## src/common/fwi_regs.vh

```
// Register offsets, field positions and reset values of the flash write-enable interlock
`ifndef FWI_REGS_VH
`define FWI_REGS_VH
// Register byte offsets
`define FWI_CTRL_A_OFS   8'h00
`define FWI_CTRL_B_OFS   8'h04
`define FWI_STATUS_OFS   8'h08
`define FWI_OVERLAY_OFS  8'h0C
// Control register field positions
`define FWI_SWE_BIT  6
`define FWI_ESU_BIT  5
`define FWI_PSU_BIT  4
`define FWI_EV_BIT   3
`define FWI_PV_BIT   2
`define FWI_E_BIT    1
`define FWI_P_BIT    0
`define FWI_CTRL_W   7
`define FWI_CTRL_RST 7'h00
// Status register field positions
`define FWI_ST_WE     0
`define FWI_ST_PROT   1
`define FWI_ST_PGM_A  2
`define FWI_ST_ERS_A  3
`define FWI_ST_PGM_B  4
`define FWI_ST_ERS_B  5
`define FWI_ST_FETCH  6
`define FWI_ST_RST    7
`define FWI_ST_MODE   8
// Bus responses
`define FWI_RESP_OKAY   2'h0
`define FWI_RESP_SLVERR 2'h2
// Reset low time that the outside must honour, in system clocks
`define FWI_RESET_MIN_CLK 20
`endif

```

## src/core/fwi_interlock.v

```verilog
// Flash write-enable interlock with AXI4-Lite control registers
// Behaviour
// Write-enable pin low forces hardware protection
// Software enable allows only verify accesses
// Overlay RAM accesses pass regardless of enable
// Software leaves enable alone while running flash
// Outside holds reset low twenty clocks
// Boot mode: pin changes only during reset
// Pins stable for setup before reset release
// User program mode: pin switchable anytime
// Pin switching tolerated during flash execution
// Pin applied only after oscillator settles
// Pin released only with all bits clear
// Pin high only during program or erase
// No data moves during program or erase
// Start watchdog before setting setup bits
// Interrupts disabled while pin is high
// Each 128-byte unit programmed once per erase
// Program/erase bits cleared on protection events
// Overlay select blocks program and erase entry
// Pins synchronised before use
//
// Implementation choices: the AXI4-Lite register port and the placing of the registers.
`include "fwi_regs.vh"
`default_nettype none
module fwi_interlock #(
  parameter MODE_W = 3
) (
  // Clock, enable, reset
  input  wire              core_clk_i,
  input  wire              ce_i,
  input  wire              rst_n_i,
  // External pins
  input  wire              flash_write_enable_pin_i,
  input  wire              reset_pin_n_i,
  input  wire [MODE_W-1:0] mode_select_pins_i,
  // System events
  input  wire              wdt_reset_i,
  input  wire              standby_i,
  // Flash access request classification
  input  wire              flash_req_i,
  input  wire              flash_req_verify_i,
  input  wire              flash_req_overlay_i,
  // AXI4-Lite write address
  input  wire              s_axi_awvalid,
  output reg               s_axi_awready,
  input  wire [7:0]        s_axi_awaddr,
  // AXI4-Lite write data
  input  wire              s_axi_wvalid,
  output reg               s_axi_wready,
  input  wire [31:0]       s_axi_wdata,
  input  wire [3:0]        s_axi_wstrb,
  // AXI4-Lite write response
  output reg               s_axi_bvalid,
  input  wire              s_axi_bready,
  output reg  [1:0]        s_axi_bresp,
  // AXI4-Lite read address
  input  wire              s_axi_arvalid,
  output reg               s_axi_arready,
  input  wire [7:0]        s_axi_araddr,
  // AXI4-Lite read data
  output reg               s_axi_rvalid,
  input  wire              s_axi_rready,
  output reg  [31:0]       s_axi_rdata,
  output reg  [1:0]        s_axi_rresp,
  // Flash array controls
  output reg               flash_access_ok_o,
  output reg               program_active_o,
  output reg               erase_active_o,
  output reg               hw_protect_o
);
  localparam CW = `FWI_CTRL_W;

  wire [MODE_W+1:0] pins_s;
  wire              we_s;
  wire              rstpin_s;
  wire [MODE_W-1:0] mode_s;

  reg [CW-1:0] ctrl_a_r;
  reg [CW-1:0] ctrl_b_r;
  reg          overlay_r;
  reg [7:0]    awaddr_r;
  reg [31:0]   wdata_r;
  reg [3:0]    wstrb_r;
  reg          aw_have_r;
  reg          w_have_r;

  // Pins pass through a synchroniser before the interlock sees them
  fwi_sync #(.W(MODE_W+2), .RST_VAL({2'b01, {MODE_W{1'b0}}})) u_sync (
    .core_clk_i (core_clk_i),
    .rst_n_i    (rst_n_i),
    .ce_i       (ce_i),
    .async_i    ({flash_write_enable_pin_i, reset_pin_n_i, mode_select_pins_i}),
    .sync_o     (pins_s)
  );
  assign we_s     = pins_s[MODE_W+1];
  assign rstpin_s = pins_s[MODE_W];
  assign mode_s   = pins_s[MODE_W-1:0];

  // Decoded byte address to register index
  function [2:0] fwi_dec;
    input [7:0] a;
    begin
      case (a)
        `FWI_CTRL_A_OFS:  fwi_dec = 3'h1;
        `FWI_CTRL_B_OFS:  fwi_dec = 3'h2;
        `FWI_STATUS_OFS:  fwi_dec = 3'h3;
        `FWI_OVERLAY_OFS: fwi_dec = 3'h4;
        default:          fwi_dec = 3'h0;
      endcase
    end
  endfunction

  // Protection: pin low, reset pin, watchdog reset or standby
  wire prot_clr = !we_s || !rstpin_s || wdt_reset_i || standby_i;
  // User program mode accepts pin changes at any time, no extra gating R08 R09

  // Clear program/erase bits whenever protection or enable loss applies
  function [CW-1:0] fwi_mask;
    input [CW-1:0] v;
    input          clr;
    begin
      fwi_mask = v;
      if (clr || !v[`FWI_SWE_BIT])
      begin
        fwi_mask[`FWI_P_BIT] = 1'b0;
        fwi_mask[`FWI_E_BIT] = 1'b0;
      end
    end
  endfunction

  // Merge written byte lane 0 into a control register
  function [CW-1:0] fwi_wr;
    input [CW-1:0] old;
    input [31:0]   d;
    input [3:0]    s;
    begin
      fwi_wr = s[0] ? d[CW-1:0] : old;
    end
  endfunction

  wire do_wr = aw_have_r && w_have_r && !s_axi_bvalid;
  wire [2:0] wsel = fwi_dec(awaddr_r);
  wire [CW-1:0] ctrl_a_nxt = fwi_mask((do_wr && wsel == 3'h1) ?
                             fwi_wr(ctrl_a_r, wdata_r, wstrb_r) : ctrl_a_r, prot_clr);
  wire [CW-1:0] ctrl_b_nxt = fwi_mask((do_wr && wsel == 3'h2) ?
                             fwi_wr(ctrl_b_r, wdata_r, wstrb_r) : ctrl_b_r, prot_clr);
  wire swe_any = ctrl_a_r[`FWI_SWE_BIT] || ctrl_b_r[`FWI_SWE_BIT];

  // Status word gathered from block state
  wire [31:0] status_w = {{(24-MODE_W){1'b0}}, mode_s, !rstpin_s, flash_access_ok_o,
                          ctrl_b_r[`FWI_E_BIT], ctrl_b_r[`FWI_P_BIT],
                          ctrl_a_r[`FWI_E_BIT], ctrl_a_r[`FWI_P_BIT],
                          hw_protect_o, we_s};

  // Write channel: address and data taken in either order, then response
  always @(posedge core_clk_i or negedge rst_n_i)
  begin
    if (!rst_n_i)
    begin
      s_axi_awready <= 1'b0;
      s_axi_wready  <= 1'b0;
      s_axi_bvalid  <= 1'b0;
      s_axi_bresp   <= `FWI_RESP_OKAY;
      aw_have_r     <= 1'b0;
      w_have_r      <= 1'b0;
      awaddr_r      <= 8'h00;
      wdata_r       <= 32'h00000000;
      wstrb_r       <= 4'h0;
      ctrl_a_r      <= `FWI_CTRL_RST;
      ctrl_b_r      <= `FWI_CTRL_RST;
      overlay_r     <= 1'b0;
    end
    else if (ce_i)
    begin
      s_axi_awready <= !aw_have_r && !s_axi_awready && s_axi_awvalid;
      s_axi_wready  <= !w_have_r && !s_axi_wready && s_axi_wvalid;
      if (s_axi_awvalid && s_axi_awready)
      begin
        aw_have_r <= 1'b1;
        awaddr_r  <= s_axi_awaddr;
      end
      if (s_axi_wvalid && s_axi_wready)
      begin
        w_have_r <= 1'b1;
        wdata_r  <= s_axi_wdata;
        wstrb_r  <= s_axi_wstrb;
      end
      ctrl_a_r <= ctrl_a_nxt;
      ctrl_b_r <= ctrl_b_nxt;
      if (do_wr)
      begin
        s_axi_bvalid <= 1'b1;
        s_axi_bresp  <= (wsel == 3'h0 || wsel == 3'h3) ? `FWI_RESP_SLVERR : `FWI_RESP_OKAY;
        if (wsel == 3'h4 && wstrb_r[0])
          overlay_r <= wdata_r[0];
      end
      else if (s_axi_bvalid && s_axi_bready)
      begin
        s_axi_bvalid <= 1'b0;
        aw_have_r    <= 1'b0;
        w_have_r     <= 1'b0;
      end
    end
  end

  // Read channel: one read at a time, answer one cycle after address
  always @(posedge core_clk_i or negedge rst_n_i)
  begin
    if (!rst_n_i)
    begin
      s_axi_arready <= 1'b0;
      s_axi_rvalid  <= 1'b0;
      s_axi_rdata   <= 32'h00000000;
      s_axi_rresp   <= `FWI_RESP_OKAY;
    end
    else if (ce_i)
    begin
      s_axi_arready <= !s_axi_arready && !s_axi_rvalid && s_axi_arvalid;
      if (s_axi_arvalid && s_axi_arready)
      begin
        s_axi_rvalid <= 1'b1;
        s_axi_rresp  <= `FWI_RESP_OKAY;
        case (fwi_dec(s_axi_araddr))
          3'h1:    s_axi_rdata <= {25'h0000000, ctrl_a_r};
          3'h2:    s_axi_rdata <= {25'h0000000, ctrl_b_r};
          3'h3:    s_axi_rdata <= status_w;
          3'h4:    s_axi_rdata <= {31'h00000000, overlay_r};
          default:
          begin
            s_axi_rdata <= 32'h00000000;
            s_axi_rresp <= `FWI_RESP_SLVERR;
          end
        endcase
      end
      else if (s_axi_rvalid && s_axi_rready)
        s_axi_rvalid <= 1'b0;
    end
  end

  // Flash array gating outputs
  always @(posedge core_clk_i or negedge rst_n_i)
  begin
    if (!rst_n_i)
    begin
      flash_access_ok_o <= 1'b0;
      program_active_o  <= 1'b0;
      erase_active_o    <= 1'b0;
      hw_protect_o      <= 1'b1;
    end
    else if (ce_i)
    begin
      hw_protect_o      <= prot_clr;
      // Overlay always served; with enable set only verify accesses R02 R03
      flash_access_ok_o <= flash_req_i && (flash_req_overlay_i || !swe_any ||
                           flash_req_verify_i);
      program_active_o  <= !prot_clr && !overlay_r &&
                           ((ctrl_a_nxt[`FWI_P_BIT]) || (ctrl_b_nxt[`FWI_P_BIT]));
      erase_active_o    <= !prot_clr && !overlay_r &&
                           ((ctrl_a_nxt[`FWI_E_BIT]) || (ctrl_b_nxt[`FWI_E_BIT]));
    end
  end
endmodule // fwi_interlock
`default_nettype wire

```

## src/core/fwi_sync.v

```verilog
// Two flip-flop synchroniser for a vector of pin levels
`default_nettype none
module fwi_sync #(
  parameter W     = 1,
  parameter [W-1:0] RST_VAL = {W{1'b0}}
) (
  // Clock, enable and reset
  input  wire         core_clk_i,
  input  wire         rst_n_i,
  input  wire         ce_i,
  // Data
  input  wire [W-1:0] async_i,
  output wire [W-1:0] sync_o
);
  reg [W-1:0] meta_r;
  reg [W-1:0] sync_r;

  // First stage feeds only the second stage
  always @(posedge core_clk_i or negedge rst_n_i)
  begin
    if (!rst_n_i)
    begin
      meta_r <= RST_VAL;
      sync_r <= RST_VAL;
    end
    else if (ce_i)
    begin
      meta_r <= async_i;
      sync_r <= meta_r;
    end
  end

  assign sync_o = sync_r;
endmodule // fwi_sync
`default_nettype wire

```

## config.mk

```make
export PLATFORM = sky130hd
export DESIGN_NAME = fwi_interlock
export DESIGN_NICKNAME = d
export VERILOG_FILES = /design/src/core/fwi_interlock.v /design/src/core/fwi_sync.v
export VERILOG_INCLUDE_DIRS = /design/src /design/src/common
export SDC_FILE = /design/constraint.sdc
export NUM_CORES = 1
export LEC_CHECK = 0
export ABC_AREA = 0
export CAP_MARGIN = 20
export CORE_ASPECT_RATIO = 0.5
export CORE_MARGIN = 2
export CORE_UTILIZATION = 45
export DETAILED_ROUTE_END_ITERATION = 16
export DONT_BUFFER_PORTS = 1
export SLEW_MARGIN = 0
export SYNTH_ARGS = -nofsm -noshare
export SYNTH_HDL_FRONTEND = slang
export SYNTH_SLANG_ARGS = --single-unit
```

## constraint.sdc

```tcl
create_clock -name core_clk_i -period 3.3 [get_ports core_clk_i]
set_clock_uncertainty 0.05 [all_clocks]
set_input_delay 0.33 -clock core_clk_i [delete_from_list [all_inputs] [get_ports core_clk_i]]
set_output_delay 0.33 -clock core_clk_i [all_outputs]
set_load 0.01 [all_outputs]
```

# ---- Yosys cells after proc, flatten, opt, wreduce, memory -nomap -nowiden
# Index checks and enable logic that the tools add are counted.
dict set report word_totals {
  reg_bits 88
  latch_bits 0
  ramBits 0
  mem_bits_ro 0
  input_bits 70
  wordCells 121
  memories 0
}
dict set report op_classes {
  addsub 0
  mul 0
  div 0
  magnitude_cmp 0
  n_eq_ne 14
  n_shift 0
  mux 23
  n_bitwise 0
  reduce_logical 60
}
# operator n
set op_table {}
lappend op_table {{one-hot mux 11 bit (4 select lines)} 1}
lappend op_table {{equality test 8 x 4 -> 1 bit, second input constant} 4}
lappend op_table {{two-way mux 7 bit} 4}
lappend op_table {{one-hot mux 3 bit (4 select lines)} 2}
lappend op_table {{logical AND 1 bit} 20}
lappend op_table {{equality test 8 x 3 -> 1 bit, second input constant} 2}
lappend op_table {{logical NOT 8 bit} 2}
lappend op_table {{logical NOT 1 bit} 14}
lappend op_table {{equality test 3 x 2 -> 1 bit, second input constant} 4}
lappend op_table {{AND reduction 2 bit} 6}
lappend op_table {{logical OR 1 bit} 11}
lappend op_table {{two-way mux 1 bit} 10}
lappend op_table {{AND reduction 3 bit} 3}
lappend op_table {{two-way mux 2 bit} 4}
lappend op_table {{equality test 3 x 1 -> 1 bit, second input constant} 2}
lappend op_table {{equality test 3 bit, second input constant} 2}
lappend op_table {{two-way mux 3 bit} 2}
lappend op_table {{nonzero test 2 bit} 2}
lappend op_table {{OR reduction 4 bit} 1}
lappend op_table {{logical NOT 3 bit} 1}

# ---- Longest topological paths before layout
# Gate-level depths: netlist of run 1.
dict set report depth {
  depth_word 10
  mapped_depth 6
  depth_no_buf 4
}

# ---- Hierarchy
# A second synthesis of run 1 with hierarchy kept.
dict set report unflattened {
  hier_cells 253
  hier_area_um2 3059.2
}
# module instances cells_per_inst area_each_um2
set modules_own_cells {}
lappend modules_own_cells {fwi_interlock 1 232 2645.0}
lappend modules_own_cells {fwi_sync 1 21 414.1}

# ---- Worst setup path after synthesis of run 1
# No wires, ideal clock.
dict set report synth_timing {
  path_kind {register -> register}
  from {register awaddr_r[5]}
  to {register program_active_o}
  setup_time_ns 0.086
  arrival_time_ns 1.915
  t_required_ns 3.164
  slack_ns 1.249
  stages_incl_launch_ff 5
  path_buffers 0
  synth_period_minus_slack_ns 2.051
  cell_sequence {dfrtp_1 or4_4 or4_4 mux2_4 a32oi_1}
}
dict set report synth_via {
  elab_chain_cells 10
  elab_cells_between_ends 19
  cone_classes {eq/ne (5); mux (5); reduce/logical (9)}
}
# item line_no
set synth_rtl {}
lappend synth_rtl {{start: declaration} fwi_interlock.v:82} ;# reg [7:0] awaddr_r;
lappend synth_rtl {{start signal: assignment} fwi_interlock.v:181} ;# awaddr_r <= s_axi_awaddr;
lappend synth_rtl {{equality test 8 x 4 -> 1 bit, or another cell as far along} fwi_interlock.v:104} ;# case (a)
lappend synth_rtl {{one-hot mux 3 bit (4 select lines) (*)} fwi_interlock.v:104}
lappend synth_rtl {{equality test 3 x 1 -> 1 bit or equality test 3 x 2 -> 1 bit (tied branches)} {fwi_interlock.v:144, fwi_interlock.v:146}}
lappend synth_rtl {{logical AND 1 bit (on tied branches)} {fwi_interlock.v:144, fwi_interlock.v:146}}
lappend synth_rtl {{two-way mux 7 bit (on tied branches)} {fwi_interlock.v:144, fwi_interlock.v:146}}
lappend synth_rtl {{logical NOT 1 bit} fwi_interlock.v:124} ;# if (clr || !v[`FWI_SWE_BIT])
lappend synth_rtl {{logical OR 1 bit} fwi_interlock.v:124}
lappend synth_rtl {{two-way mux 2 bit} fwi_interlock.v:124}
lappend synth_rtl {{logical OR 1 bit (*)} fwi_interlock.v:258} ;# ((ctrl_a_nxt[`FWI_P_BIT]) || (ctrl_b_nxt[`FWI_P_BIT]));
lappend synth_rtl {{logical AND 1 bit (*)} fwi_interlock.v:257} ;# program_active_o <= !prot_clr && !overlay_r &&
lappend synth_rtl {{end signal: assignment} fwi_interlock.v:257}
lappend synth_rtl {{end: declaration} fwi_interlock.v:68} ;# output reg program_active_o,
# Every way passes the cells marked *; elsewhere a longest branch is shown, timed or not.
# A chain may end at the register's enable or synchronous reset.

# ---- Final worst setup path of run 1
dict set report layout_timing {
  from {register awaddr_r[5]}
  to {register ctrl_a_r[6]}
}
dict set report layout_via {
  elab_chain_cells 5
  elab_cells_between_ends 8
  cone_classes {eq/ne (4); mux (2); reduce/logical (2)}
}
# item line_no
set layout_rtl {}
lappend layout_rtl {{equality test 8 x 4 -> 1 bit, or another cell as far along} fwi_interlock.v:104}
lappend layout_rtl {{one-hot mux 3 bit (4 select lines) (*)} fwi_interlock.v:104}
lappend layout_rtl {{equality test 3 x 1 -> 1 bit (*)} fwi_interlock.v:144} ;# wire [CW-1:0] ctrl_a_nxt = fwi_mask((do_wr && wsel == 3'h1) ?
lappend layout_rtl {{logical AND 1 bit (*)} fwi_interlock.v:144}
lappend layout_rtl {{two-way mux 7 bit (*)} fwi_interlock.v:144}
lappend layout_rtl {{end signal: assignment} fwi_interlock.v:170} ;# ctrl_a_r <= `FWI_CTRL_RST;
lappend layout_rtl {{end signal: assignment} fwi_interlock.v:189} ;# ctrl_a_r <= ctrl_a_nxt;
lappend layout_rtl {{end: declaration} fwi_interlock.v:79} ;# reg [CW-1:0] ctrl_a_r;
# Marks and branches as above.

==> flow_summary.toml, run 1 <==
[status]
run_status = "finished, final reports clean"

[placement]
gp_congestion = 0.751
dpl_cell_area_um2 = 2980
numPlacedInstances = 336
io_buffers = 0
setup_slack_at_placement_ns = 0.980
half_perimeter_wire_length_of_the_detailed_placement_result_um = 4100

[synthesis]
post_synth_fa_ha_maj_area_fraction_pct = 0
yosys_register_bits = 65
synth_area_per_cell_um2 = 11.7
yosysTopAreaCell = "dfrtp_1"
synthesis.instances = 256
netlist_top_cells_area = "dfrtp_1 (52%), mux2_2 (14%), buf_4 (5.8%)"
yosys.cell_count.top_type = "dfrtp_1"
dominantRegCellSynth = "dfrtp_1"
synth_top_family_by_area = "multiplexers"
synth_simple_gate_area_share_pct = 11.5
synth.cells.most_frequent = "dfrtp_1 (62), mux2_2 (37), buf_4 (23), nand2_1 (21), nor2_1 (11)"
synth_compound_gate_area_share_pct = 8.21
synth_edf_count = 0
ys_types = 37
ys_warn_count = 0
asyncSetResetFlopFracSynth_pct = 100
syn-cell-area_um2 = 2990
post_synth_xor_area_fraction_pct = 0
synth.mux.area_fraction_pct = 17.7
synth_top_cell_area_share_pct = 51.9
synth.yosys.seq_area_share_pct = 54.6

[power_and_ir_drop]
power.leakage_nw = 1.49
seq_power_share_pct = 48.2
vdd_drop_max_v = 0.000494
p_switching_uw = 603
netSwitchingFraction_pct = 26.2
finalPower_mw = 2.31
clkPwrFrac_pct = 38.1
powerDensity_nw_per_um2 = 698
cell_internal_pwr_mw = 1.70
power.share.combinational_pct = 13.7

[timing]
max_slew.worst_pin.slew_ns = 0.535
hold-worst-slack_ns = 0.0333
setup_repair_after_global_routing_missed_its_margin = "no"
slew_headroom_pct = 64.0
total_negative_setup_slacks_ns = 0
post-route-period-util_pct = 69.3
final_max_slew_viol_count = 0
setup_viol_count_final = 0
finalHoldViolations = 0
achievable-frequency_mhz = 437
period_needed_ns = 2.29
worst_slack_ns = 1.01

[grt]
overflow_left_after_global_routing = 0
first_global_vias = 1821
grt_max_degree = 66
grt_first_pass_wirelength_um = 9230
initial_antenna_violation_count = 0
groute.usage.overall_pct = 16.9

[route]
count_of_antenna_violating_nets_left_after_detailed_routing = 0
overall_routed_net_length_um = 5760
route.detailed.vias_per_inst = 5.32
drc_violations_left = 0
dr_wl_cell_um = 16.3
firstDrtPassIters = 4
first_iter_violations = 96
vias = 1877

[clock_network]
post_cts_resize_count = 0
ctsHtreeMaxLevel = 3
tritoncts = "built"
clkSinkCount = 65
postCtsSetupBuffers = 0
cts.path.max_buffers = 2
tritoncts.num_buffers = 9
clk_latency_ns = 0.32
clk_root_buffer_cell = "clkbuf_16"
cts.reportedPaths.clkPinSlew_ns = 0.05

[worst_setup_path]
maximum_single_stage_delay_on_the_critical_path_ns = 0.57
critPathMaxFanout = 5
timing.critical_path.depth = 4
path_cells = "or4_4, nor4_1, nand2_1, mux2_2"
crit_path_start_kind = "flip-flop"
worst_ep_required_time_ns = 3.45
rrSetupSlack_ns = 1.01
crit_arrival_ns = 2.44
regToRegEndpoint = "ctrl_a_r[6]"
crit_path_kind = "flip-flop to flip-flop"
reg2regPathDepth = 4
crit_path_end_kind = "flip-flop"
worst_path_max_delay_cell = "or4_4"
timing.rr.start = "awaddr_r[5]"
cell_family_with_most_cp_delay = "simple AND/OR/NAND/NOR gates"
worst-path-buf-inv = 0

[final_layout]
layout-area-overhead-vs-synth_pct = 10.5
post_route_cells_drive_above_1_share_pct = 24.2
fin_cells = 353
n_antenna_cell = 0
final_cell_area_um2 = 3300
final_core_util_pct = 53.0
final_net_count = 331

[hold_path]
hp-class = "input port to flip-flop"
min_delay_worst_endpoint = "u_sync.sync_o[3]"
hold_path_startpoint = "ce_i"
min_path_cells = 1

[floorplan]
floorplan.die.height_um = 61.6
std_cell_rows = 20
floorplan.initialDensity_pct = 48.0
placeable_core_region_um2 = 6230
die-width_um = 119
fp.dieArea_um2 = 7350
ioPinCount = 115

[job]
max-cap-violations = 0
-- power groups by stage --
stage	Combinational (mW)	Sequential, mW	Clock, mW
after floorplan	0.284	1.08	0
after detailed placement	0.296	1.13	0
final	0.315	1.11	0.879
after global routing	0.356	1.14	0.938
after global placement	0.281	1.11	0
after CTS	0.318	1.11	0.902
-- state kept, by name, summed over array words and instances (netlist names), 5 cells and up --
signal,flops
s_axi_rdata,11
awaddr_r,8
ctrl_a_r,7
ctrl_b_r,7
wdata_r,7
u_sync.meta_r,5
u_sync.sync_o,5
-- how the worst max path moves through the flow --
stage                startpoint  slack [ns]               end
floorplan           awaddr_r[5]        1.25  program_active_o
global placement    awaddr_r[5]        1.03       ctrl_a_r[3]
detailed placement  awaddr_r[5]        0.98       ctrl_a_r[6]
CTS                 awaddr_r[5]        0.97       ctrl_a_r[6]
global route        awaddr_r[5]        0.83       ctrl_a_r[3]
finish              awaddr_r[5]        1.01       ctrl_a_r[6]
-- worst register-to-register path: cells and delay by family (launching register included) --
family,cells,cell delay [ns]
DFF,1,0.38
muxes,1,0.33
and+or+nand+nor,3,1.40
-- per-layer routing --
metal  part of all wire [%]  wire, µm  vias up  global-route usage (%)
met2                     45      2580       75                    27.1
li1                       -         -      871                       -
met1                     46      2630      925                    21.2
met5                      0         0        -                       0
met4                   0.96        55        0                    5.78
met3                    8.5       487        6                    7.13
-- cell type report --
cell class | count | area, µm²
multi-input combinational | 173 | 1200
clock inverter | 2 | 12.5
sequential | 65 | 1630
inverter | 10 | 37.5
clock buffer | 13 | 270
fill | 568 | 2930
timing repair buffer | 2 | 37.5
tap | 88 | 110
-- timing repair --
action,CTS,global route
hold endpoints to repair,65,0
endpoints found under the setup margin,0,0
hold buffers,2,0
-- placed cells by master (no fill, tap or decap), types with 3 or more instances in the layout --
| cell | synthesis | final |
|---|---|---|
| clkbuf_8 | 0 | 3 |
| nand3_1 | 7 | 7 |
| nor2_1 | 11 | 11 |
| a21oi_1 | 7 | 7 |
| dfrtp_1 | 62 | 62 |
| o22ai_1 | 4 | 4 |
| mux2_2 | 37 | 37 |
| nand2_1 | 21 | 21 |
| mux2i_1 | 6 | 6 |
| dfstp_2 | 3 | 3 |
| or2_2 | 3 | 3 |
| o21a_1 | 4 | 4 |
| o21ai_0 | 10 | 10 |
| nand4b_1 | 3 | 3 |
| conb_1 | 1 | 23 |
| nor3_1 | 4 | 4 |
| clkbuf_16 | 0 | 9 |
| a22o_1 | 4 | 4 |
| inv_1 | 10 | 10 |
| nand2b_1 | 4 | 4 |
-- cells by family (layout without fill, tap and decap cells) --
logic type | count (synthesis) | after routing
DFF | 65 | 65
AOI/OAI and AO/OA | 38 | 38
muxes | 46 | 46
and+or+nand+nor | 66 | 66
other | 1 | 23
buffers and inverters | 40 | 27
Note: power is estimated with default switching activity, not from simulation.
==> run 2: changes to the inputs <==
- clock period: 3.3 -> 2.1 ns (I/O delays scaled with it)
==> run 2 against run 1 <==
First-iteration DRC count shrank 2.1%. Critical path depth is the same. Highest routed layer unchanged. Critical path type unchanged. Final area grew 11%. Largest power group unchanged.
==> flow_summary.toml, run 2 (synthesis gave the netlist of run 1 again) <==
[final_layout]
reg_top3 = "s_axi_rdata (11), awaddr_r (8)"
mostFrequentLayoutCells = "dfrtp_1 (62), mux2_2 (37), dlygate4sd3_1 (25), conb_1 (23), nand2_1 (21)"
post_route_cells_drive_above_1_share_pct = 25.0
layout-area-overhead-vs-synth_pct = 22.9
final_common_cell = "dfrtp_1"
largest_register_ffs = 11
final_cell_area_um2 = 3670
most_flops_register = "s_axi_rdata"
n_antenna_cell = 0
final_net_count = 361
num-fill-cells = 529

[route]
dr_wl_cell_um = 15.8
first_iter_violations = 94
overall_routed_net_length_um = 6070
drc_violations_left = 0
count_of_antenna_violating_nets_left_after_detailed_routing = 0
vias = 1977
firstDrtPassIters = 6
route.detailed.vias_per_inst = 5.15

[job]
max-cap-violations = 0

[worst_setup_path]
timing.critical_path.depth = 4
path_cells = "or4_4, or4_4, mux2_4, a32oi_2"
worst_path_max_delay_cell = "or4_4"
critical_path.most_common_cell = "or4_4"
crit_path_kind = "flip-flop to flip-flop"
critPathMaxFanout = 4
crit_arrival_ns = 2.27
worst_ep_required_time_ns = 2.28
cell_family_with_most_cp_delay = "simple AND/OR/NAND/NOR gates"
crit_path_start_kind = "flip-flop"
worst-path-buf-inv = 0
crit_path_end_kind = "flip-flop"
maximum_single_stage_delay_on_the_critical_path_ns = 0.59
reg2regPathDepth = 4

[grt]
grt_first_pass_wirelength_um = 9670
overflow_left_after_global_routing = 0
grt_max_degree = 66
initial_antenna_violation_count = 0
first_global_vias = 1931
groute.usage.overall_pct = 17.7

[power_and_ir_drop]
vdd_drop_max_v = 0.000592
powerDensity_nw_per_um2 = 1080
clkPwrFrac_pct = 41.1
netSwitchingFraction_pct = 24.9
p_switching_uw = 985
cell_internal_pwr_mw = 2.97
finalPower_mw = 3.95
power.leakage_nw = 1.65
power.share.combinational_pct = 14.9
seq_power_share_pct = 44.0

[floorplan]
die-width_um = 119
floorplan.initialDensity_pct = 48.0
fp.dieArea_um2 = 7350
ioPinCount = 115
placeable_core_region_um2 = 6230
std_cell_rows = 20
floorplan.die.height_um = 61.6

[timing]
achievable-frequency_mhz = 479
period_needed_ns = 2.09
final_max_slew_viol_count = 0
finalHoldViolations = 0
slew_headroom_pct = 46.7
post-route-period-util_pct = 99.5
setup_viol_count_final = 0
worst_slack_ns = 0.0109
hold-worst-slack_ns = 0.0160
max_slew.worst_pin.slew_ns = 0.797
total_negative_setup_slacks_ns = 0
setup_repair_after_global_routing_missed_its_margin = "yes"

[placement]
half_perimeter_wire_length_of_the_detailed_placement_result_um = 4120
setup_slack_at_placement_ns = -0.0594
io_buffers = 0
gp_congestion = 0.770
dpl_cell_area_um2 = 3020

[clock_network]
clkSinkCount = 65
tritoncts.num_buffers = 9
ctsHtreeMaxLevel = 3
clk_latency_ns = 0.31
cts.path.max_buffers = 2
clk_root_buffer_cell = "clkbuf_16"
tritoncts = "built"
cts.reportedPaths.clkPinSlew_ns = 0.05

[hold_path]
hp-class = "input port to flip-flop"
min_path_cells = 3

[status]
run_status = "finished, final reports clean"
run 2: power groups by stage:
stage | Sequential, mW | Combinational [mW] | Clock [mW]
floorplan | 1.69 | 0.446 | 0
global placement | 1.74 | 0.465 | 0
detailed placement | 1.75 | 0.486 | 0
CTS | 1.73 | 0.567 | 1.66
global route | 1.78 | 0.654 | 1.74
finish | 1.74 | 0.587 | 1.62
run 2: repair_timing:
item,4_1_cts,5_1_grt
pin swaps,3,0
buffers inserted,1,0
hold endpoints to repair,98,0
endpoints found under the setup margin,8,8
hold buffers,26,0
resized for setup,1,5
run 2: path summary, 6_finish.rpt:
check / start / endpoint / slack (ns)
worst max-delay path: awaddr_r[5] / program_active_o / 0.01
worst min-delay path: s_axi_bready / s_axi_bvalid / 0.02
worst max register to register: awaddr_r[5] / program_active_o / 0.01
worst min register to register: u_sync.sync_o[0] / s_axi_rdata[8] / 0.44
max in group asynchronous: rst_n_i / hw_protect_o / 1.32
min in group asynchronous: rst_n_i / ctrl_a_r[5] / 0.37
run 2: per-stage QoR:
step / utilization [%] / instances
3_5_place_dp: 48.5 / 341
4_1_cts: 58.5 / 384
3_3_place_gp: 48.5 / 341
5_1_grt: 59.0 / 384
2_1_floorplan: - / 278
6_report: 59.0 / 384
run 2: metal layers:
metal,vias up,global-route usage (%),routed length [µm]
met2,77,28.8,2850
met5,-,0,0
met4,0,5.78,41
met3,5,6.02,428
met1,963,22.9,2740
li1,932,-,-
run 2: cell type report:
type / instances / area [µm²] / share of cell area, %
sequential: 65 / 1630 / 44.4
clock buffer: 14 / 274 / 7.46
inverter: 10 / 37.5 / 1.02
multi-input combinational: 173 / 1240 / 33.7
timing repair buffer: 32 / 323 / 8.79
clock inverter: 2 / 60.1 / 1.63
tap: 88 / 110 / 3.00
run 2: worst min-delay path, delay by kind of cell:
family           cells  cell delay (ns)
AND/OR/NAND/NOR      3             0.13
